$ cat config.mk
export PLATFORM = sky130hd
export DESIGN_NAME = stall_prevention_controller
export DESIGN_NICKNAME = d
export VERILOG_FILES = /design/src/include/stall_pkg.sv /design/src/include/limit_if.sv /design/src/logic/limit_check.sv /design/src/logic/stall_prevention_controller.sv
export SDC_FILE = /design/constraint.sdc
export NUM_CORES = 1
export LEC_CHECK = 0
export ABC_AREA = 1
export BUFFER_PORTS_ARGS = -buffer_cell sky130_fd_sc_hd__buf_2
export CAP_MARGIN = 5
export CORE_UTILIZATION = 60
export CTS_BUF_LIST = sky130_fd_sc_hd__clkbuf_16
export DETAILED_ROUTE_END_ITERATION = 6
export PLACE_DENSITY = 0.85
export SYNTH_ARGS = -nofsm -noshare
export SYNTH_HDL_FRONTEND = slang
export SYNTH_SLANG_ARGS = --single-unit
$ cat constraint.sdc
create_clock -name clock_i -period 20.3 [get_ports clock_i]
set_input_delay 2.03 -clock clock_i [delete_from_list [all_inputs] [get_ports clock_i]]
set_output_delay 2.03 -clock clock_i [all_outputs]
set_load 0.03 [all_outputs]
$ cat src/include/stall_pkg.sv
// Constants and types shared by the stall prevention logic
package stall_pkg;
  localparam int unsigned CLK_HZ = 40000000;
  localparam int unsigned RUN_DWELL_MS = 100;
  localparam int unsigned RUN_DWELL_CYCLES = CLK_HZ / 1000 * RUN_DWELL_MS;
  localparam logic [7:0] PCT_MIN = 8'h32;
  localparam logic [7:0] PCT_MAX = 8'hc8;
  localparam logic [7:0] PCT_RESET = 8'h96;
  localparam logic [4:0] GAIN_MAX = 5'h19;
  localparam logic [4:0] GAIN_RESET = 5'h0a;
  localparam logic [12:0] BUS200_MIN = 13'h0dac;
  localparam logic [12:0] BUS200_MAX = 13'h0f3c;
  localparam logic [12:0] BUS200_RESET = 13'h0ed8;
  localparam logic [12:0] BUS400_MIN = 13'h1b58;
  localparam logic [12:0] BUS400_MAX = 13'h1e78;
  localparam logic [12:0] BUS400_RESET = 13'h1db0;
  localparam logic [12:0] BUS200_OV_TRIP = 13'h1004;
  localparam logic [12:0] BUS400_OV_TRIP = 13'h2008;
  localparam logic [3:0] ADDR_SEL = 4'h0;
  localparam logic [3:0] ADDR_ACC_LIM = 4'h1;
  localparam logic [3:0] ADDR_DEC_LIM = 4'h2;
  localparam logic [3:0] ADDR_RUN_LIM = 4'h3;
  localparam logic [3:0] ADDR_OV_LEVEL = 4'h4;
  localparam logic [3:0] ADDR_GAIN = 4'h5;
  localparam logic [3:0] ADDR_ACC_ONE = 4'h6;
  localparam logic [3:0] ADDR_DEC_ONE = 4'h7;
  localparam logic [3:0] ADDR_ACC_TWO = 4'h8;
  localparam logic [3:0] ADDR_DEC_TWO = 4'h9;
  localparam logic [3:0] ADDR_STATUS = 4'ha;
  localparam logic [3:0] ADDR_FAULT_CLR = 4'hb;
  localparam logic [15:0] STEP_RESET = 16'h0010;
  typedef enum logic [1:0] {DEC_OFF, DEC_ALL, DEC_CHANGE_ONLY} decel_sel_e;
  typedef enum {RAMP_IDLE, RAMP_ACCEL, RAMP_DECEL, RAMP_STEADY, RAMP_STALLED} ramp_state_e;
endpackage : stall_pkg

$ cat src/include/limit_if.sv
// Limit request and result bundle between ramp core and limit checker
`timescale 1ns/1ps
interface limit_if;
  logic [15:0] current;
  logic [7:0] acc_pct;
  logic [7:0] dec_pct;
  logic [7:0] run_pct;
  logic over_acc;
  logic over_dec;
  logic over_run;
  logic on_acc;
  logic on_dec;
  logic on_run;
  modport core (output current, acc_pct, dec_pct, run_pct,
                input over_acc, over_dec, over_run, on_acc, on_dec, on_run);
  modport check (input current, acc_pct, dec_pct, run_pct,
                 output over_acc, over_dec, over_run, on_acc, on_dec, on_run);
endinterface : limit_if

$ cat src/logic/limit_check.sv
// Registered current comparison against each percent limit
`timescale 1ns/1ps
module limit_check #(
  parameter int unsigned RATED = 1000
) (
  input wire logic clock_i,
  input wire logic resetn_i,
  limit_if.check lim
);
  function automatic logic [23:0] scaled(input logic [7:0] pct);
    scaled = 24'(pct) * 24'(RATED);
  endfunction : scaled
  logic [23:0] cur100;
  assign cur100 = 24'(lim.current) * 24'h000064;
  always_ff @(posedge clock_i or negedge resetn_i)
  begin
    if (!resetn_i)
    begin
      lim.over_acc <= 1'b0;
      lim.over_dec <= 1'b0;
      lim.over_run <= 1'b0;
    end
    else
    begin
      lim.over_acc <= cur100 > scaled(lim.acc_pct);
      lim.over_dec <= cur100 > scaled(lim.dec_pct);
      lim.over_run <= cur100 > scaled(lim.run_pct);
    end
  end
  assign lim.on_acc = lim.acc_pct != stall_pkg::PCT_MAX;
  assign lim.on_dec = lim.dec_pct != stall_pkg::PCT_MAX;
  assign lim.on_run = lim.run_pct != stall_pkg::PCT_MAX;
endmodule : limit_check

$ cat src/logic/stall_prevention_controller.sv
// Frequency ramp with stall and overvoltage prevention, Avalon-MM registers
`timescale 1ns/1ps
module stall_prevention_controller #(
  parameter int unsigned RATED = 1000,
  parameter int unsigned DWELL_CYCLES = stall_pkg::RUN_DWELL_CYCLES,
  parameter bit CLASS_400 = 1'b0
) (
  input wire logic clock_i,
  input wire logic resetn_i,
  input wire logic [3:0] address_i,
  input wire logic read_i,
  input wire logic write_i,
  input wire logic [31:0] writedata_i,
  output logic [31:0] readdata_o,
  output logic waitrequest_o,
  input wire logic run_i,
  input wire logic [15:0] target_freq_i,
  input wire logic [15:0] current_i,
  input wire logic [12:0] bus_volt_i,
  input wire logic update_i,
  output logic [15:0] freq_o,
  output logic overvoltage_fault_o,
  output logic overload_fault_o,
  output logic overcurrent_fault_o,
  output logic stalled_o
);
  localparam logic [12:0] LVL_MIN = CLASS_400 ? stall_pkg::BUS400_MIN : stall_pkg::BUS200_MIN;
  localparam logic [12:0] LVL_MAX = CLASS_400 ? stall_pkg::BUS400_MAX : stall_pkg::BUS200_MAX;
  localparam logic [12:0] LVL_RST = CLASS_400 ? stall_pkg::BUS400_RESET : stall_pkg::BUS200_RESET;
  localparam logic [12:0] OV_TRIP = CLASS_400 ? stall_pkg::BUS400_OV_TRIP :
                                    stall_pkg::BUS200_OV_TRIP;
  localparam logic [31:0] DWELL = 32'(DWELL_CYCLES);

  logic accel_stall_prevent_select;
  stall_pkg::decel_sel_e decel_stall_prevent_select;
  logic running_stall_prevent_select;
  logic running_overvolt_prevent_select;
  logic [7:0] accel_current_limit_level;
  logic [7:0] decel_current_limit_level;
  logic [7:0] running_current_limit_level;
  logic [12:0] running_overvolt_prevent_level;
  logic [4:0] decel_overvolt_restraint_gain;
  logic [15:0] accel_time_one;
  logic [15:0] decel_time_one;
  logic [15:0] accel_time_two;
  logic [15:0] decel_time_two;
  logic use_two;
  logic bus_wait;
  stall_pkg::ramp_state_e state;
  logic [31:0] dwell_cnt;
  logic run_limiting;
  logic [15:0] set_freq;

  limit_if lim();
  assign lim.current = current_i;
  assign lim.acc_pct = accel_current_limit_level;
  assign lim.dec_pct = decel_current_limit_level;
  assign lim.run_pct = running_current_limit_level;

  limit_check #(.RATED(RATED)) u_check (
    .clock_i(clock_i),
    .resetn_i(resetn_i),
    .lim(lim)
  );

  function automatic logic [7:0] clip_pct(input logic [31:0] d);
    if (d[7:0] < stall_pkg::PCT_MIN || d[31:8] != 24'h0)
      clip_pct = (d[31:8] != 24'h0) ? stall_pkg::PCT_MAX : stall_pkg::PCT_MIN;
    else if (d[7:0] > stall_pkg::PCT_MAX)
      clip_pct = stall_pkg::PCT_MAX;
    else
      clip_pct = d[7:0];
  endfunction : clip_pct

  logic wr;
  logic rd;
  assign wr = write_i && !bus_wait;
  // Read data load in the wait state so they stand at the accepting edge
  assign rd = read_i && bus_wait;

  // One wait state per access so read data can come from a flop
  always_ff @(posedge clock_i or negedge resetn_i)
  begin
    if (!resetn_i)
      bus_wait <= 1'b1;
    else if (read_i || write_i)
      bus_wait <= !bus_wait;
    else
      bus_wait <= 1'b1;
  end
  assign waitrequest_o = bus_wait;

  always_ff @(posedge clock_i or negedge resetn_i)
  begin
    if (!resetn_i)
    begin
      accel_stall_prevent_select <= 1'b0;
      decel_stall_prevent_select <= stall_pkg::DEC_OFF;
      running_stall_prevent_select <= 1'b0;
      running_overvolt_prevent_select <= 1'b0;
      use_two <= 1'b0;
      accel_current_limit_level <= stall_pkg::PCT_RESET;
      decel_current_limit_level <= stall_pkg::PCT_RESET;
      running_current_limit_level <= stall_pkg::PCT_RESET;
      running_overvolt_prevent_level <= LVL_RST;
      decel_overvolt_restraint_gain <= stall_pkg::GAIN_RESET;
      accel_time_one <= stall_pkg::STEP_RESET;
      decel_time_one <= stall_pkg::STEP_RESET;
      accel_time_two <= stall_pkg::STEP_RESET;
      decel_time_two <= stall_pkg::STEP_RESET;
    end
    else if (wr)
    begin
      case (address_i)
        stall_pkg::ADDR_SEL:
        begin
          accel_stall_prevent_select <= writedata_i[0];
          // Reserved selector code falls back to the fully enabled mode
          decel_stall_prevent_select <= (writedata_i[2:1] == 2'h3) ? stall_pkg::DEC_ALL :
                                        stall_pkg::decel_sel_e'(writedata_i[2:1]);
          running_stall_prevent_select <= writedata_i[3];
          running_overvolt_prevent_select <= writedata_i[4];
          use_two <= writedata_i[5];
        end
        stall_pkg::ADDR_ACC_LIM: accel_current_limit_level <= clip_pct(writedata_i);
        stall_pkg::ADDR_DEC_LIM: decel_current_limit_level <= clip_pct(writedata_i);
        stall_pkg::ADDR_RUN_LIM: running_current_limit_level <= clip_pct(writedata_i);
        stall_pkg::ADDR_OV_LEVEL:
          running_overvolt_prevent_level <= (writedata_i[12:0] < LVL_MIN) ? LVL_MIN :
                                            (writedata_i[12:0] > LVL_MAX) ? LVL_MAX :
                                            writedata_i[12:0];
        stall_pkg::ADDR_GAIN:
          decel_overvolt_restraint_gain <= (writedata_i[4:0] > stall_pkg::GAIN_MAX) ?
                                           stall_pkg::GAIN_MAX : writedata_i[4:0];
        stall_pkg::ADDR_ACC_ONE: accel_time_one <= writedata_i[15:0];
        stall_pkg::ADDR_DEC_ONE: decel_time_one <= writedata_i[15:0];
        stall_pkg::ADDR_ACC_TWO: accel_time_two <= writedata_i[15:0];
        stall_pkg::ADDR_DEC_TWO: decel_time_two <= writedata_i[15:0];
        default:
        begin
        end
      endcase
    end
  end

  always_ff @(posedge clock_i or negedge resetn_i)
  begin
    if (!resetn_i)
      readdata_o <= 32'h0;
    else if (rd)
    begin
      case (address_i)
        stall_pkg::ADDR_SEL:
          readdata_o <= {26'h0, use_two, running_overvolt_prevent_select,
                         running_stall_prevent_select, decel_stall_prevent_select,
                         accel_stall_prevent_select};
        stall_pkg::ADDR_ACC_LIM: readdata_o <= {24'h0, accel_current_limit_level};
        stall_pkg::ADDR_DEC_LIM: readdata_o <= {24'h0, decel_current_limit_level};
        stall_pkg::ADDR_RUN_LIM: readdata_o <= {24'h0, running_current_limit_level};
        stall_pkg::ADDR_OV_LEVEL: readdata_o <= {19'h0, running_overvolt_prevent_level};
        stall_pkg::ADDR_GAIN: readdata_o <= {27'h0, decel_overvolt_restraint_gain};
        stall_pkg::ADDR_ACC_ONE: readdata_o <= {16'h0, accel_time_one};
        stall_pkg::ADDR_DEC_ONE: readdata_o <= {16'h0, decel_time_one};
        stall_pkg::ADDR_ACC_TWO: readdata_o <= {16'h0, accel_time_two};
        stall_pkg::ADDR_DEC_TWO: readdata_o <= {16'h0, decel_time_two};
        stall_pkg::ADDR_STATUS:
          readdata_o <= {16'h0, freq_o[11:0], stalled_o, overcurrent_fault_o,
                         overload_fault_o, overvoltage_fault_o};
        default: readdata_o <= 32'h0;
      endcase
    end
  end

  logic [15:0] acc_step;
  logic [15:0] dec_step;
  logic [15:0] dec_slow;
  logic stopping;
  logic dec_guard;
  logic bus_high;
  logic bus_trip;
  logic ov_raise;
  assign acc_step = use_two ? accel_time_two : accel_time_one;
  assign dec_step = use_two ? decel_time_two : decel_time_one;
  // Higher gain stretches deceleration less, trading bus headroom for stop time
  // Product kept at full width so long steps with a high gain do not wrap
  assign dec_slow = 16'((21'(dec_step) * 21'(decel_overvolt_restraint_gain)) / 21'h000019);
  assign stopping = !run_i;
  assign bus_trip = bus_volt_i > OV_TRIP;
  assign bus_high = bus_volt_i > running_overvolt_prevent_level;
  assign dec_guard = (decel_stall_prevent_select == stall_pkg::DEC_ALL) ||
                     (decel_stall_prevent_select == stall_pkg::DEC_CHANGE_ONLY &&
                      !stopping);
  assign ov_raise = running_overvolt_prevent_select && run_i && bus_high;
  assign set_freq = run_i ? target_freq_i : 16'h0;

  always_ff @(posedge clock_i or negedge resetn_i)
  begin
    if (!resetn_i)
    begin
      dwell_cnt <= 32'h0;
      run_limiting <= 1'b0;
    end
    else if (update_i)
    begin
      if (state == stall_pkg::RAMP_STEADY && running_stall_prevent_select && lim.on_run &&
          lim.over_run)
      begin
        if (dwell_cnt >= DWELL)
          run_limiting <= 1'b1;
        else
          dwell_cnt <= dwell_cnt + 32'h1;
      end
      else if (!lim.over_run || !run_i)
      begin
        dwell_cnt <= 32'h0;
        run_limiting <= 1'b0;
      end
    end
  end

  logic [15:0] next_freq;
  stall_pkg::ramp_state_e next_state;
  always_comb
  begin
    next_freq = freq_o;
    next_state = state;
    if (run_limiting)
    begin
      next_state = stall_pkg::RAMP_STALLED;
      next_freq = (freq_o > dec_step) ? freq_o - dec_step : 16'h0;
    end
    else if (ov_raise)
    begin
      next_state = stall_pkg::RAMP_ACCEL;
      next_freq = (16'hffff - freq_o > acc_step) ? freq_o + acc_step : 16'hffff;
    end
    else if (freq_o < set_freq)
    begin
      next_state = stall_pkg::RAMP_ACCEL;
      if (accel_stall_prevent_select && lim.on_acc && lim.over_acc)
        next_freq = freq_o;
      else
        next_freq = (set_freq - freq_o > acc_step) ? freq_o + acc_step : set_freq;
    end
    else if (freq_o > set_freq)
    begin
      next_state = stall_pkg::RAMP_DECEL;
      if (dec_guard && ((lim.on_dec && lim.over_dec) || bus_high))
        next_freq = freq_o;
      else if (dec_guard && bus_volt_i > (running_overvolt_prevent_level >> 1))
        next_freq = (freq_o - set_freq > dec_slow) ? freq_o - dec_slow : set_freq;
      else
        next_freq = (freq_o - set_freq > dec_step) ? freq_o - dec_step : set_freq;
    end
    else
      next_state = run_i ? stall_pkg::RAMP_STEADY : stall_pkg::RAMP_IDLE;
  end

  logic any_fault;
  assign any_fault = overvoltage_fault_o || overload_fault_o || overcurrent_fault_o;

  always_ff @(posedge clock_i or negedge resetn_i)
  begin
    if (!resetn_i)
    begin
      freq_o <= 16'h0;
      state <= stall_pkg::RAMP_IDLE;
      stalled_o <= 1'b0;
    end
    else if (any_fault)
    begin
      freq_o <= 16'h0;
      state <= stall_pkg::RAMP_IDLE;
      stalled_o <= 1'b0;
    end
    else if (update_i)
    begin
      freq_o <= next_freq;
      state <= next_state;
      case (next_state)
        stall_pkg::RAMP_STALLED: stalled_o <= 1'b1;
        stall_pkg::RAMP_ACCEL: stalled_o <= next_freq == freq_o && !ov_raise;
        stall_pkg::RAMP_DECEL: stalled_o <= next_freq == freq_o;
        default: stalled_o <= 1'b0;
      endcase
    end
  end

  // Faults are sticky; a new trip in the clear cycle wins over the clear
  logic fault_clr;
  assign fault_clr = wr && address_i == stall_pkg::ADDR_FAULT_CLR;
  logic trip_ov;
  logic trip_run;
  assign trip_ov = update_i && bus_trip && decel_stall_prevent_select == stall_pkg::DEC_OFF &&
                   state == stall_pkg::RAMP_DECEL;
  assign trip_run = update_i && !running_stall_prevent_select && lim.on_run && lim.over_run &&
                    state == stall_pkg::RAMP_STEADY;
  always_ff @(posedge clock_i or negedge resetn_i)
  begin
    if (!resetn_i)
    begin
      overvoltage_fault_o <= 1'b0;
      overload_fault_o <= 1'b0;
      overcurrent_fault_o <= 1'b0;
    end
    else
    begin
      overvoltage_fault_o <= trip_ov || (overvoltage_fault_o && !(fault_clr && writedata_i[0]));
      overload_fault_o <= trip_run || (overload_fault_o && !(fault_clr && writedata_i[1]));
      overcurrent_fault_o <= (trip_run && current_i > 16'(2 * RATED)) ||
                             (overcurrent_fault_o && !(fault_clr && writedata_i[2]));
    end
  end
endmodule : stall_prevention_controller

==> results.yml <==
die:
  core_um2: 44410
  die_w_um: 214.8
  row_count: 77
  die_area_um2: 46160
  die_height_um: 214.8
  io_pins: 140
  start_util: 0.6120
setup_path:
  start_kind: "flip-flop"
  cp_common_cell: "nand2_1"
  cp.arrival_ns: 17.22
  ff2ff_path_depth: 112
  startpoint: "use_two$_DFFE_PN0P_"
  r2r_end: "stalled_o$_DFFE_PN0P_"
  crit_slowest_cell: "dfrtp_2"
  cp_data_required_time_ns: 20.61
  path_class: "flip-flop to flip-flop"
  critical_path.endpoint_type: "flip-flop"
  cpPeakStageDelay_ns: 1.07
  reg2reg_slack_ns: 3.39
  r2r_start: "use_two$_DFFE_PN0P_"
  setup.worst_path.end: "stalled_o$_DFFE_PN0P_"
  crit_fanout: 64
routing:
  dr.pass1.iters: 7
  drc: 1
  top_layer: "met5"
  drt_iter0_markers: 3170
  wl_per_cell_um: 18.63
  ant_nets: 0
  m1WireLength_um: 32400
  totalWireLength_um: 82820
  num_vias: 26670
  wl_met2_um: 35800
  wl_met3_um: 9333
  vias_per_cell: 6.000
synthesis:
  syn-cell-area_um2: 27180
  synth-edff-count: 0
  synth_seq_area_share: 0.1743
  ys_async_sr_fraction: 1.000
  ys.flop_type: "dfrtp_1"
  ys_ff_latch: 188
  synth.distinct_cells: 63
  synthCells: 3757
  syn_area_per_cell_um2: 7.235
  yosysWarnings: 0
timing:
  hold_viol: 0
  finalSetupViolCount: 0
  maxSlewHeadroom: 0.2835
  period_share: 0.8331
  fmax_ghz: 0.05913
  worst_pin_slew_ns: 1.075
  setup_tns_ns: 0
  rsz0062_at_grt: "no"
  min_period_ns: 16.91
  fin_worst_skew_ns: 0.01646
  final_max_slew_viol_count: 0
clocking:
  cts_max_level: 4
  cts_resized: 0
  postCtsSetupRepairBufs: 0
  cts_root_buf: "clkbuf_16"
  cts_buffers: 17
  hold_buffers: 0
  tritoncts: "yes"
  clkTransAtPathRegs_ns: 0.08
  cts_sinks: 188
  cts_max_path_buffers: 2
  clock_latency_ns: 0.46
finish:
  layout.nets: 4472
  diodes: 0
  seq_area_um2: 4738
  nFillCells: 3845
  final_cell_mix: "737 x nand2_1, 614 x inv_1, 421 x ha_1"
  fin_cells: 4445
  area_delta_synth_final_pct: 6.334
  final_common_cell: "nand2_1"
  drive_gt1_frac: 0.09006
  multi_input_area_um2: 19670
global_routing:
  antenna_found_initial: 2
  track_usage: 0.3588
  grt_pass1_vias: 25390
  grt_overflow: 0
  grt_pass1_wl_um: 132200
  grt_max_degree: 75
run_status:
  failed_checks: "design-rule violations"
  status: "finished, violations left"
placement:
  placedCellCount: 4413
  place.gp.congestion: 1.120
  io_buffers: 123
  dp_hpwl_um: 66410
flow_run:
  drv_cap: 0
worst_hold_path:
  hold_class: "flip-flop to flip-flop"
registers in the layout, indices dropped and copies added, names as in the netlist, 2 cells and up:
signal,flops
freq_o,16
state,3
lim.run_pct,8
running_overvolt_prevent_level,13
decel_time_two,16
dwell_cnt,32
accel_time_two,16
readdata_o,16
decel_current_limit_level,8
decel_time_one,16
accel_time_one,16
decel_overvolt_restraint_gain,5
decel_stall_prevent_select,2
accel_current_limit_level,8
logic make-up after synthesis:
group / share of synthesized area
compound gates: 0.1686
mux: 0.0007365
xor+xnor: 0.04419
flops: 0.1743
fa+ha+maj: 0.2851
simple gates: 0.2227
other cells: 0.0001380
buf+inv: 0.1043
per-layer routing:
| layer | track usage | up-vias |
|---|---|---|
| li1 | - | 12540 |
| met1 | 0.4611 | 12310 |
| met2 | 0.5672 | 1475 |
| met3 | 0.07502 | 337 |
| met4 | 0.1862 | 6 |
| met5 | 0.01354 | - |
Yosys cell counts (all sizes together), types with 12 or more instances:
cell type,number,area [um2]
nand2,811,3344
ha,421,5268
dfrtp,162,4054
clkbuf,67,251.5
dfstp,26,683.2
a21oi,240,1205
xnor2,36,334.1
a221oi,23,201.4
or2,12,75.07
nor3,36,180.2
o21ai,315,1577
fa,124,2482
a211oi,18,135.1
nor4,16,100.1
buf,19,131.4
o21bai,27,202.7
nor2,270,1086
o22ai,39,244.0
inv,645,2421
nand4,50,390.4
nand3,141,720.7
nand3b,13,97.59
o221ai,20,175.2
xor2,99,867.1
a31oi,14,87.58
o211ai,26,195.2
critical path: cells and delay by family, from the launching register on:
kind,cells,cell delay (ns)
multiplexers,1,0.87
AO/OA/AOI/OAI,15,2.79
flip-flops,1,1.07
buffers and inverters,7,0.44
adder cells (fa/ha/maj),6,2.36
XOR/XNOR,2,0.26
AND/OR/NAND/NOR,81,8.94
through the flow:
stage                     hold WS [ns]  worst slack (ns)  area (um2)    util
final                           0.4747             3.388       28900  0.6508
after global routing            0.4831             1.599       28900  0.6508
after CTS                       0.4724             3.752       28900  0.6508
after detailed placement        0.4589             3.799       28320  0.6376
after global placement          0.4432             4.242       28320  0.6376
after floorplan                 0.4309             6.314       27240       -
worst min path at each step:
| stage | endpoint | depth (start not counted) | startpoint | slack, ns |
|---|---|---|---|---|
| after floorplan | overvoltage_fault_o$_DFF_PN0_ | 1 | decel_stall_prevent_select[0]$_DFFE_PN0P_ | 0.43 |
| after global placement | overvoltage_fault_o$_DFF_PN0_ | 1 | decel_stall_prevent_select[0]$_DFFE_PN0P_ | 0.44 |
| after detailed placement | running_overvolt_prevent_level[12]$_DFFE_PN0P_ | 2 | running_overvolt_prevent_level[12]$_DFFE_PN0P_ | 0.46 |
| after CTS | overvoltage_fault_o$_DFF_PN0_ | 1 | decel_stall_prevent_select[0]$_DFFE_PN0P_ | 0.47 |
| after global routing | overvoltage_fault_o$_DFF_PN0_ | 1 | decel_stall_prevent_select[0]$_DFFE_PN0P_ | 0.48 |
| final | overvoltage_fault_o$_DFF_PN0_ | 1 | decel_stall_prevent_select[0]$_DFFE_PN0P_ | 0.47 |
final cells by class:
class | instances | area share
well taps | 592 | 0.02563
clock buffers | 17 | 0.01472
inverters | 653 | 0.08481
flip-flops and latches | 188 | 0.1639
clock inverters | 15 | 0.005541
multi-input cells | 2845 | 0.6806
repair buffers | 135 | 0.02472
Power is not shown: default switching activity piles up to over one toggle a cycle in this logic, so the estimate is an artifact.
